### src/rtl/sfw_pkg.sv
/*
  Package for the special function register window decoder: addresses,
  reset values, access widths and the carrier structs of the core port.
  Assumes an 8-bit core with a 16-bit address and one clock.
*/
package sfw_pkg;

  // Window base and upper bound
  localparam logic [15:0] SFW_WIN_BASE = 16'hff00;
  localparam logic [15:0] SFW_WIN_TOP = 16'hffff;

  // Register addresses
  localparam logic [15:0] SFW_PORT_0_DATA = 16'hff00;
  localparam logic [15:0] SFW_PORT_2_DATA = 16'hff02;
  localparam logic [15:0] SFW_PORT_4_DATA = 16'hff04;
  localparam logic [15:0] SFW_PORT_5_DATA = 16'hff05;
  localparam logic [15:0] SFW_PORT_6_INPUT = 16'hff06;
  localparam logic [15:0] SFW_PORT_8_DATA = 16'hff08;
  localparam logic [15:0] SFW_PORT_9_DATA = 16'hff09;
  localparam logic [15:0] SFW_SERIAL_SHARED = 16'hff10;
  localparam logic [15:0] SFW_CONV_RESULT = 16'hff14;
  localparam logic [15:0] SFW_CONV_RESULT_BYTE = 16'hff15;
  localparam logic [15:0] SFW_TIMER_COMPARE = 16'hff16;
  localparam logic [15:0] SFW_TIMER_COUNT = 16'hff18;
  localparam logic [15:0] SFW_TIMER_CAPTURE = 16'hff1a;
  localparam logic [15:0] SFW_PORT_0_DIR = 16'hff20;
  localparam logic [15:0] SFW_PORT_2_DIR = 16'hff22;
  localparam logic [15:0] SFW_PORT_4_DIR = 16'hff24;
  localparam logic [15:0] SFW_PORT_5_DIR = 16'hff25;
  localparam logic [15:0] SFW_PORT_8_DIR = 16'hff28;
  localparam logic [15:0] SFW_PORT_9_DIR = 16'hff29;
  localparam logic [15:0] SFW_TIMER_CLK_SEL = 16'hff42;
  localparam logic [15:0] SFW_TIMER_MODE = 16'hff48;
  localparam logic [15:0] SFW_WATCH_MODE = 16'hff4a;
  localparam logic [15:0] SFW_COMPARATOR_MODE = 16'hff4e;

  // Reset values
  localparam logic [7:0] SFW_RST_PORT_DATA = 8'h00;
  localparam logic [7:0] SFW_RST_PORT_DIR = 8'hff;
  localparam logic [7:0] SFW_RST_TX_SHIFT = 8'hff;
  localparam logic [15:0] SFW_RST_COMPARE = 16'hffff;
  localparam logic [15:0] SFW_RST_COUNT = 16'h0000;
  localparam logic [7:0] SFW_RST_CTRL = 8'h00;
  // Value driven for undefined reads
  localparam logic [15:0] SFW_UNDEF_READ = 16'hffff;

  // Width of the bit number field inside the access struct
  localparam int SFW_BIT_W = 3;

  // Access widths
  typedef enum logic [1:0] {
    SFW_W_BIT = 2'b00,
    SFW_W_BYTE = 2'b01,
    SFW_W_WORD = 2'b10
  } sfw_width_e;

  // Addressing path used by the core
  typedef enum logic [1:0] {
    SFW_P_SHORT = 2'b00,
    SFW_P_DIRECT = 2'b01,
    SFW_P_OTHER = 2'b10
  } sfw_path_e;

  // One core request
  typedef struct packed {
    logic valid;
    logic write;
    sfw_width_e width;
    sfw_path_e path;
    logic [15:0] addr;
    logic [SFW_BIT_W-1:0] bitno;
    logic [15:0] wdata;
  } sfw_req_s;

  // One answer to the core
  typedef struct packed {
    logic valid;
    logic ok;
    logic [15:0] rdata;
  } sfw_rsp_s;

endpackage

### src/rtl/sfw_decoder.sv
/*
  Special function register window: decodes the 256-byte window, checks
  width, direction and addressing path per register, and holds the
  register storage that stands in this block.
  Assumes requests are synchronous to clock; answers follow one cycle on.
*/
// Notes on behaviour
// RULE1: Decode registers only within FF00H to FFFFH.
// RULE2: Each register accepts only its permitted widths.
// RULE3: Core issues word accesses at even addresses.
// RULE4: Enforce read-only, write-only, read/write direction.
// RULE5: Port data resets 00H, direction FFH.
// RULE6: FF10H writes transmit, reads receive buffer.
// RULE7: Eight-bit converter result: byte read at FF15H.
// RULE8: Ten-bit converter result: word only at FF14H.
// RULE9: Word timer/converter access only by short direct.
// RULE10: Timer word registers also take direct byte access.
// RULE11: Timer compare at FF16H resets to FFFFH.
// RULE12: Count resets 0000H; capture undefined after reset.
// RULE13: Unmapped window addresses ignore writes, read undefined.
`timescale 1ns/10ps
`default_nettype none
module sfw_decoder
  import sfw_pkg::*;
#(
  parameter bit CONV_TEN_BIT = 1'b1 // Converter variant select
) (
  // Clock and reset
  input wire logic clock,
  input wire logic rst,
  // Core side
  input wire sfw_req_s req,
  output sfw_rsp_s rsp,
  // Peripheral inputs
  input wire logic [7:0] port_6_pins,
  input wire logic [7:0] rx_data,
  input wire logic rx_load,
  input wire logic [15:0] conv_data,
  input wire logic [15:0] count_value,
  input wire logic count_clear,
  input wire logic capture_strobe,
  // Peripheral outputs
  output logic [7:0] port_0_data,
  output logic [7:0] port_0_direction,
  output logic [7:0] serial_tx_shift,
  output logic tx_start,
  output logic [15:0] wide_timer_compare,
  output logic [7:0] wide_timer_mode
);

  // Small general register file for the plain byte registers
  localparam int NREG = 14;

  // Index of each plain byte register, or NREG when none
  function automatic int byte_index(input logic [15:0] a);
    unique case (a)
      SFW_PORT_0_DATA: byte_index = 0;
      SFW_PORT_2_DATA: byte_index = 1;
      SFW_PORT_4_DATA: byte_index = 2;
      SFW_PORT_5_DATA: byte_index = 3;
      SFW_PORT_8_DATA: byte_index = 4;
      SFW_PORT_9_DATA: byte_index = 5;
      SFW_PORT_0_DIR: byte_index = 6;
      SFW_PORT_2_DIR: byte_index = 7;
      SFW_PORT_4_DIR: byte_index = 8;
      SFW_PORT_5_DIR: byte_index = 9;
      SFW_PORT_8_DIR: byte_index = 10;
      SFW_PORT_9_DIR: byte_index = 11;
      SFW_TIMER_MODE: byte_index = 12;
      SFW_WATCH_MODE: byte_index = 13;
      default: byte_index = NREG;
    endcase
  endfunction

  // True when address is the low or high byte of a 16-bit pair
  function automatic logic in_pair(input logic [15:0] a, input logic [15:0] base);
    in_pair = (a[15:1] == base[15:1]);
  endfunction

  // Byte storage, comparator and clock select kept apart
  logic [7:0] regs_r [NREG];
  logic [7:0] clk_sel_r; // Byte only, no bit access
  logic [7:0] cmp_mode_r;
  logic [7:0] tx_r;
  logic tx_start_r;
  logic [7:0] rx_r;
  logic [15:0] compare_r;
  logic [15:0] count_r;
  logic [15:0] capture_r;
  sfw_rsp_s rsp_r;

  // Decode signals
  logic in_win;
  int idx;
  logic acc_ok;
  logic do_wr;
  logic [15:0] rd_val;
  logic [7:0] wr_byte;

  assign in_win = req.valid && (req.addr >= SFW_WIN_BASE) && (req.addr <= SFW_WIN_TOP); // RULE1
  assign idx = byte_index(req.addr);

  // New byte for bit or byte writes to byte register old
  function automatic logic [7:0] merge(input logic [7:0] old, input sfw_req_s r);
    logic [7:0] m;
    m = old;
    if (r.width == SFW_W_BIT) begin
      m[r.bitno] = r.wdata[0];
    end else begin
      m = r.wdata[7:0];
    end
    merge = m;
  endfunction

  // Access check: width, direction, path per register
  always_comb begin
    acc_ok = 1'b0;
    rd_val = SFW_UNDEF_READ; // RULE13
    if (in_win) begin
      if (idx != NREG) begin
        // Port data/direction and mode registers: bit or byte, read/write
        acc_ok = (req.width != SFW_W_WORD); // RULE2
        rd_val = {8'h00, regs_r[idx]};
      end else if (req.addr == SFW_PORT_6_INPUT) begin
        acc_ok = (req.width != SFW_W_WORD) && !req.write; // RULE4
        rd_val = {8'h00, port_6_pins};
      end else if (req.addr == SFW_TIMER_CLK_SEL) begin
        acc_ok = (req.width == SFW_W_BYTE); // RULE2
        rd_val = {8'h00, clk_sel_r};
      end else if (req.addr == SFW_COMPARATOR_MODE) begin
        acc_ok = (req.width != SFW_W_WORD);
        rd_val = {8'h00, cmp_mode_r};
      end else if (req.addr == SFW_SERIAL_SHARED) begin
        // Shared address: direction picks the register
        acc_ok = (req.width == SFW_W_BYTE); // RULE6
        rd_val = {8'h00, rx_r};
      end else if (!CONV_TEN_BIT && req.addr == SFW_CONV_RESULT_BYTE) begin
        acc_ok = (req.width == SFW_W_BYTE) && !req.write; // RULE7
        rd_val = {8'h00, conv_data[7:0]};
      end else if (CONV_TEN_BIT && req.addr == SFW_CONV_RESULT) begin
        acc_ok = (req.width == SFW_W_WORD) && !req.write && (req.path == SFW_P_SHORT); // RULE8 RULE9
        rd_val = conv_data;
      end else if (in_pair(req.addr, SFW_TIMER_COMPARE) || in_pair(req.addr, SFW_TIMER_COUNT)
                   || in_pair(req.addr, SFW_TIMER_CAPTURE)) begin
        // Timer pairs: word by short direct, byte by direct
        if (req.width == SFW_W_WORD) begin
          acc_ok = !req.addr[0] && (req.path == SFW_P_SHORT); // RULE3 RULE9
        end else begin
          acc_ok = (req.width == SFW_W_BYTE) && (req.path != SFW_P_OTHER); // RULE10
        end
        if (in_pair(req.addr, SFW_TIMER_COMPARE)) begin
          acc_ok = acc_ok && req.write; // RULE4
        end else begin
          acc_ok = acc_ok && !req.write; // RULE4
          rd_val = in_pair(req.addr, SFW_TIMER_COUNT) ? count_r : capture_r;
          if (req.width == SFW_W_BYTE) begin
            rd_val = {8'h00, req.addr[0] ? rd_val[15:8] : rd_val[7:0]};
          end
        end
      end
    end
    if (!acc_ok) begin
      rd_val = SFW_UNDEF_READ; // RULE13
    end
  end

  assign do_wr = acc_ok && req.write;
  assign wr_byte = (idx != NREG) ? merge(regs_r[idx], req) : req.wdata[7:0];

  // Plain byte registers, ports reset by kind
  always_ff @(posedge clock or posedge rst) begin
    if (rst) begin
      for (int i = 0; i < NREG; i++) begin
        if (i >= 6 && i <= 11) begin
          regs_r[i] <= SFW_RST_PORT_DIR; // RULE5
        end else begin
          regs_r[i] <= SFW_RST_PORT_DATA; // RULE5
        end
      end
    end else if (do_wr && idx != NREG) begin
      regs_r[idx] <= wr_byte;
    end
  end

  // Clock select and comparator mode
  always_ff @(posedge clock or posedge rst) begin
    if (rst) begin
      clk_sel_r <= SFW_RST_CTRL;
      cmp_mode_r <= SFW_RST_CTRL;
    end else if (do_wr && req.addr == SFW_TIMER_CLK_SEL) begin
      clk_sel_r <= req.wdata[7:0];
    end else if (do_wr && req.addr == SFW_COMPARATOR_MODE) begin
      cmp_mode_r <= merge(cmp_mode_r, req);
    end
  end

  // Serial transmit load and receive capture
  always_ff @(posedge clock or posedge rst) begin
    if (rst) begin
      tx_r <= SFW_RST_TX_SHIFT; // RULE6
      tx_start_r <= 1'b0;
      rx_r <= 8'h00; // Content left undefined; zero keeps sims clean
    end else begin
      tx_start_r <= do_wr && req.addr == SFW_SERIAL_SHARED; // RULE6
      if (do_wr && req.addr == SFW_SERIAL_SHARED) begin
        tx_r <= req.wdata[7:0];
      end
      if (rx_load) begin
        rx_r <= rx_data;
      end
    end
  end

  // Timer compare: word or direct byte writes
  always_ff @(posedge clock or posedge rst) begin
    if (rst) begin
      compare_r <= SFW_RST_COMPARE; // RULE11
    end else if (do_wr && in_pair(req.addr, SFW_TIMER_COMPARE)) begin
      if (req.width == SFW_W_WORD) begin
        compare_r <= req.wdata;
      end else if (req.addr[0]) begin
        compare_r[15:8] <= req.wdata[7:0]; // RULE10
      end else begin
        compare_r[7:0] <= req.wdata[7:0]; // RULE10
      end
    end
  end

  // Count mirror and capture; clear takes priority over load
  always_ff @(posedge clock or posedge rst) begin
    if (rst) begin
      count_r <= SFW_RST_COUNT; // RULE12
      capture_r <= 16'h0000; // Content left undefined; zero keeps sims clean
    end else begin
      count_r <= count_clear ? SFW_RST_COUNT : count_value;
      if (capture_strobe) begin
        capture_r <= count_value;
      end
    end
  end

  // Answer register, one cycle after the request
  always_ff @(posedge clock or posedge rst) begin
    if (rst) begin
      rsp_r <= '0;
    end else begin
      rsp_r.valid <= req.valid;
      rsp_r.ok <= acc_ok;
      rsp_r.rdata <= req.write ? SFW_UNDEF_READ : rd_val; // RULE4
    end
  end

  assign rsp = rsp_r;
  assign port_0_data = regs_r[0];
  assign port_0_direction = regs_r[6];
  assign serial_tx_shift = tx_r;
  assign tx_start = tx_start_r;
  assign wide_timer_compare = compare_r;
  assign wide_timer_mode = regs_r[12];

endmodule // sfw_decoder
`default_nettype wire

### config.mk
export PLATFORM = sky130hd
export DESIGN_NAME = sfw_decoder
export DESIGN_NICKNAME = d
export VERILOG_FILES = /design/src/rtl/sfw_pkg.sv /design/src/rtl/sfw_decoder.sv
export SDC_FILE = /design/constraint.sdc
export NUM_CORES = 1
export LEC_CHECK = 0
export ABC_AREA = 1
export BUFFER_PORTS_ARGS = -buffer_cell sky130_fd_sc_hd__buf_2
export CAP_MARGIN = 5
export CORE_MARGIN = 2
export CORE_UTILIZATION = 58
export CTS_CLUSTER_SIZE = 25
export DETAILED_ROUTE_END_ITERATION = 8
export PLACE_DENSITY_LB_ADDON = 0.08
export SLEW_MARGIN = 25
export SYNTH_ARGS = -nofsm -noshare
export SYNTH_HDL_FRONTEND = slang
export SYNTH_SLANG_ARGS = --single-unit
### constraint.sdc
create_clock -name clock -period 7.3 [get_ports clock]
set_clock_uncertainty 0.1 [all_clocks]
set_input_delay 0.365 -clock clock [delete_from_list [all_inputs] [get_ports clock]]
set_output_delay 0.365 -clock clock [all_outputs]
set_load 0.02 [all_outputs]
# After elaboration in Yosys (flattened, before gate mapping)
# Cells that the tools add are included.
[totals]
out_inout_bits = 67
reg_bits = 211
inputBits = 94
elab_cells = 139
[op_classes]
n_lt_le_gt_ge = 6
bitwise_logic = 2
eq_ne = 28
n_mux = 50
n_reduce_logical = 27
[op_table]
columns = ["cell", "count"]
rows = [
  ["$eq 16x16->1 const B", 19],
  ["$mux 16", 15],
  ["$bwmux 112", 1],
  ["$mux 8", 9],
  ["$pmux 4 s14", 1],
  ["$eq 15x15->1 const B", 3],
  ["$bmux 8 s4", 1],
  ["$demux 8 s4", 1],
  ["$ge 32x5->1 const B", 1],
  ["$lt 32x1->1 const B", 1],
  ["$ne 32x5->1 const B", 1],
  ["$not 32->32", 1],
  ["$mux 1", 19],
  ["$logic_and 1x1->1", 17],
  ["$bwmux 8", 2],
  ["$ge 16x16->1 const B", 1],
  ["$le 16x16->1 const B", 1],
  ["$reduce_and 2->1", 3],
  ["$logic_not 2->1", 2],
  ["$lt 3x4->1 const B", 1],
  ["$ne 2x2->1 const B", 2],
  ["$demux 1 s3", 1],
  ["$ge 3x1->1 const B", 1],
  ["$eq 2x1->1 const B", 1],
  ["6 further kinds", 8],
]

# Longest topological paths before layout
[depth]
ltp_word = 25
ltp_mapped = 22
depth_no_buf = 19

# Least setup slack after synthesis
# Ideal clock, no wire load.
[synth_timing]
path_type = "input to register"
start = "input req[30] (netlist bit)"
end = "register regs_r[75] (netlist bit)"
path_slack_ps = 4818
required_ps = 7082
stages = 22
setup_ps = 118
path_buffers = 4
arrival_time_ps = 2264
path_cell_list = "nand2_1 > nor2_1 > nand2_2 > inv_2 > buf_2 > nand2_1 > nand2_1 > nor2_1 > nand2_1 > buf_4 > buf_6 > nand2_1 > nand2_1 > nand2_1 > nand2_1 > nand2_1 > nand2_1 > o21ai_1 > nand2_2 > buf_4 > nand3_1 > nand2_1"
[synth_via]
elab_chain_len = 13
word_cells_on_any_way = 54
cone_classes = "order compare: 4; eq/ne: 23; mux: 19; bitwise: 1; reduce/logical: 7"
[synth_rtl]
columns = ["item", "line", "source"]
rows = [
  ["start, declared", "sfw_decoder.sv:32", "input wire sfw_req_s req,"],
  ["branches (longest 13 deep; another with $ge 32x5->1)", "--", ""],
  ["end signal, assigned by index", "sfw_decoder.sv:181", "regs_r[idx] <= wr_byte;"],
  ["end, declared", "sfw_decoder.sv:81", "logic [7:0] regs_r [NREG];"],
]
# Parallel ways; which one is timed is not known. The select of a mux whose other input is x is not followed.
# A chain may end at the register's enable or synchronous reset.

# Worst setup path in the final report
[layout_timing]
start = "input req[20] (netlist bit)"
end = "register regs_r[69] (netlist bit)"
# The elaborated chain is that of the path after synthesis.

==> results.py <==
metrics = {
    "critical_path": {
        "worstSetupPathType": "primary input to flip-flop",
        "crit_buf_inv": 3,
        "critPathLaunchType": "primary input",
        "critical_path_arrival_ps": 4090,
        "critPathRequiredTime_ps": 7650,
        "slowest_delay_ps": 720,
        "cp_cell_sequence": "buf_2 -> inv_2 -> nor2_1 -> nand2_1 -> nor2_1 -> nand2_1 -> nand2_1 -> nor2_2 -> buf_4 -> nand2_2 -> nand2_1 -> nand2_1 -> nand2_1 -> nand3_1 -> nand2_1 -> nand2_1 -> nor2_1 -> o21ai_2 -> nand2_1 -> nand2_1",
        "crit_slowest_cell": "o21ai_2",
        "crit_family": "simple AND/OR/NAND/NOR gates",
        "end_kind": "flip-flop",
        "path_max_fanout": 39,
        "crit_top_cell": "nand2_1",
    },
    "final_layout": {
        "multi_input_area_um2": 5510,
        "drive_gt1_share_pct": 18.4,
        "syn2layout_area_growth_pct": 14.8,
        "seq_area_um2": 5370,
        "fillerInstances": 1781,
        "mostFrequentLayoutCell": "nand2_1",
        "nets": 1908,
        "final_cell_mix": "696 x nand2_1, 160 x buf_2, 159 x nand3_1, 154 x nor2_1, 139 x dfrtp_1",
        "stdcell_area_um2": 13600,
        "final_cell_count_no_fill": 2103,
    },
    "detailed_routing": {
        "vias": 11800,
        "vias_per_cell": 5.60,
        "wl_per_cell_um": 17.3,
        "dr.pass1.iters": 6,
        "drtAntennaViolNets": 0,
        "drc": 0,
        "wl_um": 36400,
        "drtIter0Drc": 1264,
    },
    "placed_design": {
        "hpwl_um": 25300,
        "numPortBuffers": 160,
        "place_inst": 2025,
        "gp_congestion": 0.953,
        "dpl_cell_area_um2": 12500,
    },
    "timing": {
        "period_share_pct": 51.3,
        "hold_viol": 0,
        "final-max-slew-violation-count": 0,
        "setup_viol": 0,
        "rsz0062_at_grt": "no",
        "period_minus_slack_ps": 3740,
        "tightest_slew_ps": 1030,
        "slew_headroom_pct": 31.0,
        "setup_tns_ps": 0,
        "max_freq_ghz": 0.267,
    },
    "clocking": {
        "htreeDepth": 1,
        "numCtsBuffers": 24,
        "cts.repair.resized": 0,
        "cts_tree": "built",
        "insertion_delay_ps": 520,
        "root_buffer": "clkbuf_16",
        "clock-sinks": 211,
        "cts_max_path_buffers": 3,
        "cts.clk_slew.worst_paths_ps": 60,
    },
    "power_and_ir_drop": {
        "power_density_nw_per_um2": 185,
        "finalPower_mw": 2.51,
        "leakagePower_nw": 7.15,
        "peakVddDrop_mv": 0.207,
    },
    "global_routing": {
        "grtUsageMet1_pct": 49.9,
        "use_met3_pct": 7.70,
        "grt.busiest_layer": "met1",
        "grt_pass1_wl_um": 57900,
        "track_usage_pct": 33.7,
        "gr-usage-met2_pct": 48.9,
        "grt_overflow_total": 0,
        "grt_antenna_before_repair": 1,
        "grt_max_degree": 136,
        "grt_pass1_vias": 11000,
    },
    "logic_synthesis": {
        "synth_top_cell_area_share_pct": 29.4,
        "synthTopCellsByArea": "dfrtp_1 29%, nand2_1 22%, dfstp_2 16%, nand3_1 6.7%, nor2_1 4.9%",
        "synth_warnings": 0,
        "syn_avg_cell_area_um2": 7.08,
        "netlist_area_um2": 11800,
        "ys_seq_area_share_pct": 45.3,
        "synth_fp_nets": 1767,
        "netlist-cell-type-count": 38,
        "ys_ff_latch": 211,
        "synthCells": 1673,
        "yosys.area.top_type": "dfrtp_1",
    },
    "floorplan": {
        "fp-row-count": 52,
        "initial_core_util_pct": 58.7,
        "io_pins": 161,
        "die_h_um": 147,
        "die_x_um": 147,
        "die_area_um2": 21600,
        "coreArea_um2": 20200,
    },
    "status": {
        "outcome": "completed",
    },
    "min_path": {
        "hold_class": "primary input to flip-flop",
    },
    "run": {
        "cap_violations": 0,
    },
}
[tightest hold or removal path, cell delays in order]
cell and delay [ps]:
buf_2 170, nand2_1 80, nand2_1 50
[per-layer routing]
| layer | share of wire [%] | wire length (um) |
|---|---|---|
| met5 | 0 | 0 |
| met1 | 44 | 15900 |
| met2 | 42 | 15300 |
| met4 | 3.6 | 1300 |
| met3 | 10 | 3780 |
[state kept, by name (all words and copies together) (netlist names)]
signal / cells
port_0_data: 8
regs_r: 88
port_0_direction: 8
rx_r: 8
capture_r: 16
count_r: 16
wide_timer_mode: 8
rsp: 18
tx_start: 1
wide_timer_compare: 16
serial_tx_shift: 8
clk_sel_r: 8
cmp_mode_r: 8
[where the power goes]
group | switching [mW] | leakage (nW) | internal [mW]
clock | 0.491 | 0.371 | 0.658
combinational | 0.112 | 4.29 | 0.0558
sequential | 0.00675 | 2.49 | 1.19
total | 0.610 | 7.15 | 1.90
[cells in the mapped netlist]
master and instances:
dfrtp_1 139, nand2_2 9, nand2_4 1, mux2_2 7, nand3b_1 1, a21oi_1 40
nor3_1 13, nor2_2 17, a221oi_1 2, clkbuf_1 19, buf_6 4, a21o_1 1
nor3_2 1, buf_4 44, clkinv_1 1, nor2_1 156, o211ai_1 8, buf_2 17
o2111ai_1 1, o41ai_1 7, nand2_1 697, nor4_1 2, dfstp_2 72, o22ai_1 7
o31ai_1 1, nand3_1 159, inv_2 4, nand4_1 25, nand3_2 1, o21ai_2 3
o21bai_1 6, inv_1 112, o21ai_1 8, a31oi_1 3, nor2_4 4, or2_2 8
buf_1 1, o21ai_0 72
[per-stage QoR]
| stage | hold slack (ps) | util (%) | worst slack (ps) |
|---|---|---|---|
| after floorplan | 296 | - | 1190 |
| after global placement | 350 | 62.1 | 2750 |
| after detailed placement | 353 | 62.1 | 3150 |
| after CTS | 42.0 | 67.4 | 3670 |
| after global routing | 66.5 | 67.5 | 3250 |
| final | 55.8 | 67.5 | 3560 |
[cells by family (layout without fill, tap and decap cells)]
logic type	after synthesis	in the layout	share of synthesized area [%]
other	0	1	0
flip-flops	211	211	45.3
AO/OA/AOI/OAI	159	159	7.57
multiplexers	7	7	0.665
buffers and inverters	202	361	8.23
AND/OR/NAND/NOR	1094	1094	38.2
[final timing paths]
path	start	to	slack, ps	depth (start not counted)
setup / recovery	req[20]	regs_r[69]	3560	20
hold / removal	req[0]	wide_timer_compare[0]	60	3
setup reg to reg	port_0_direction[5]	regs_r[69]	4860	10
hold reg to reg	wide_timer_compare[8]	wide_timer_compare[8]	360	2
max in group asynchronous	rst	tx_start	5480	4
min in group asynchronous	rst	capture_r[10]	420	3
[what timing repair did]
action / in CTS / in global routing
hold buffers: 33 / 0
hold endpoints to repair: 56 / 0
buffers inserted: 0 / 0
[final cells by class]
cell class | instances | area share (%)
clock buffer | 33 | 5.04
multi-input combinational | 1260 | 40.5
clock inverter | 11 | 0.469
tap | 270 | 2.48
antenna | 1 | 0.0184
inverter | 117 | 3.28
sequential | 211 | 39.5
timing repair buffer | 200 | 8.73
Power figures use the tool's default switching activity.
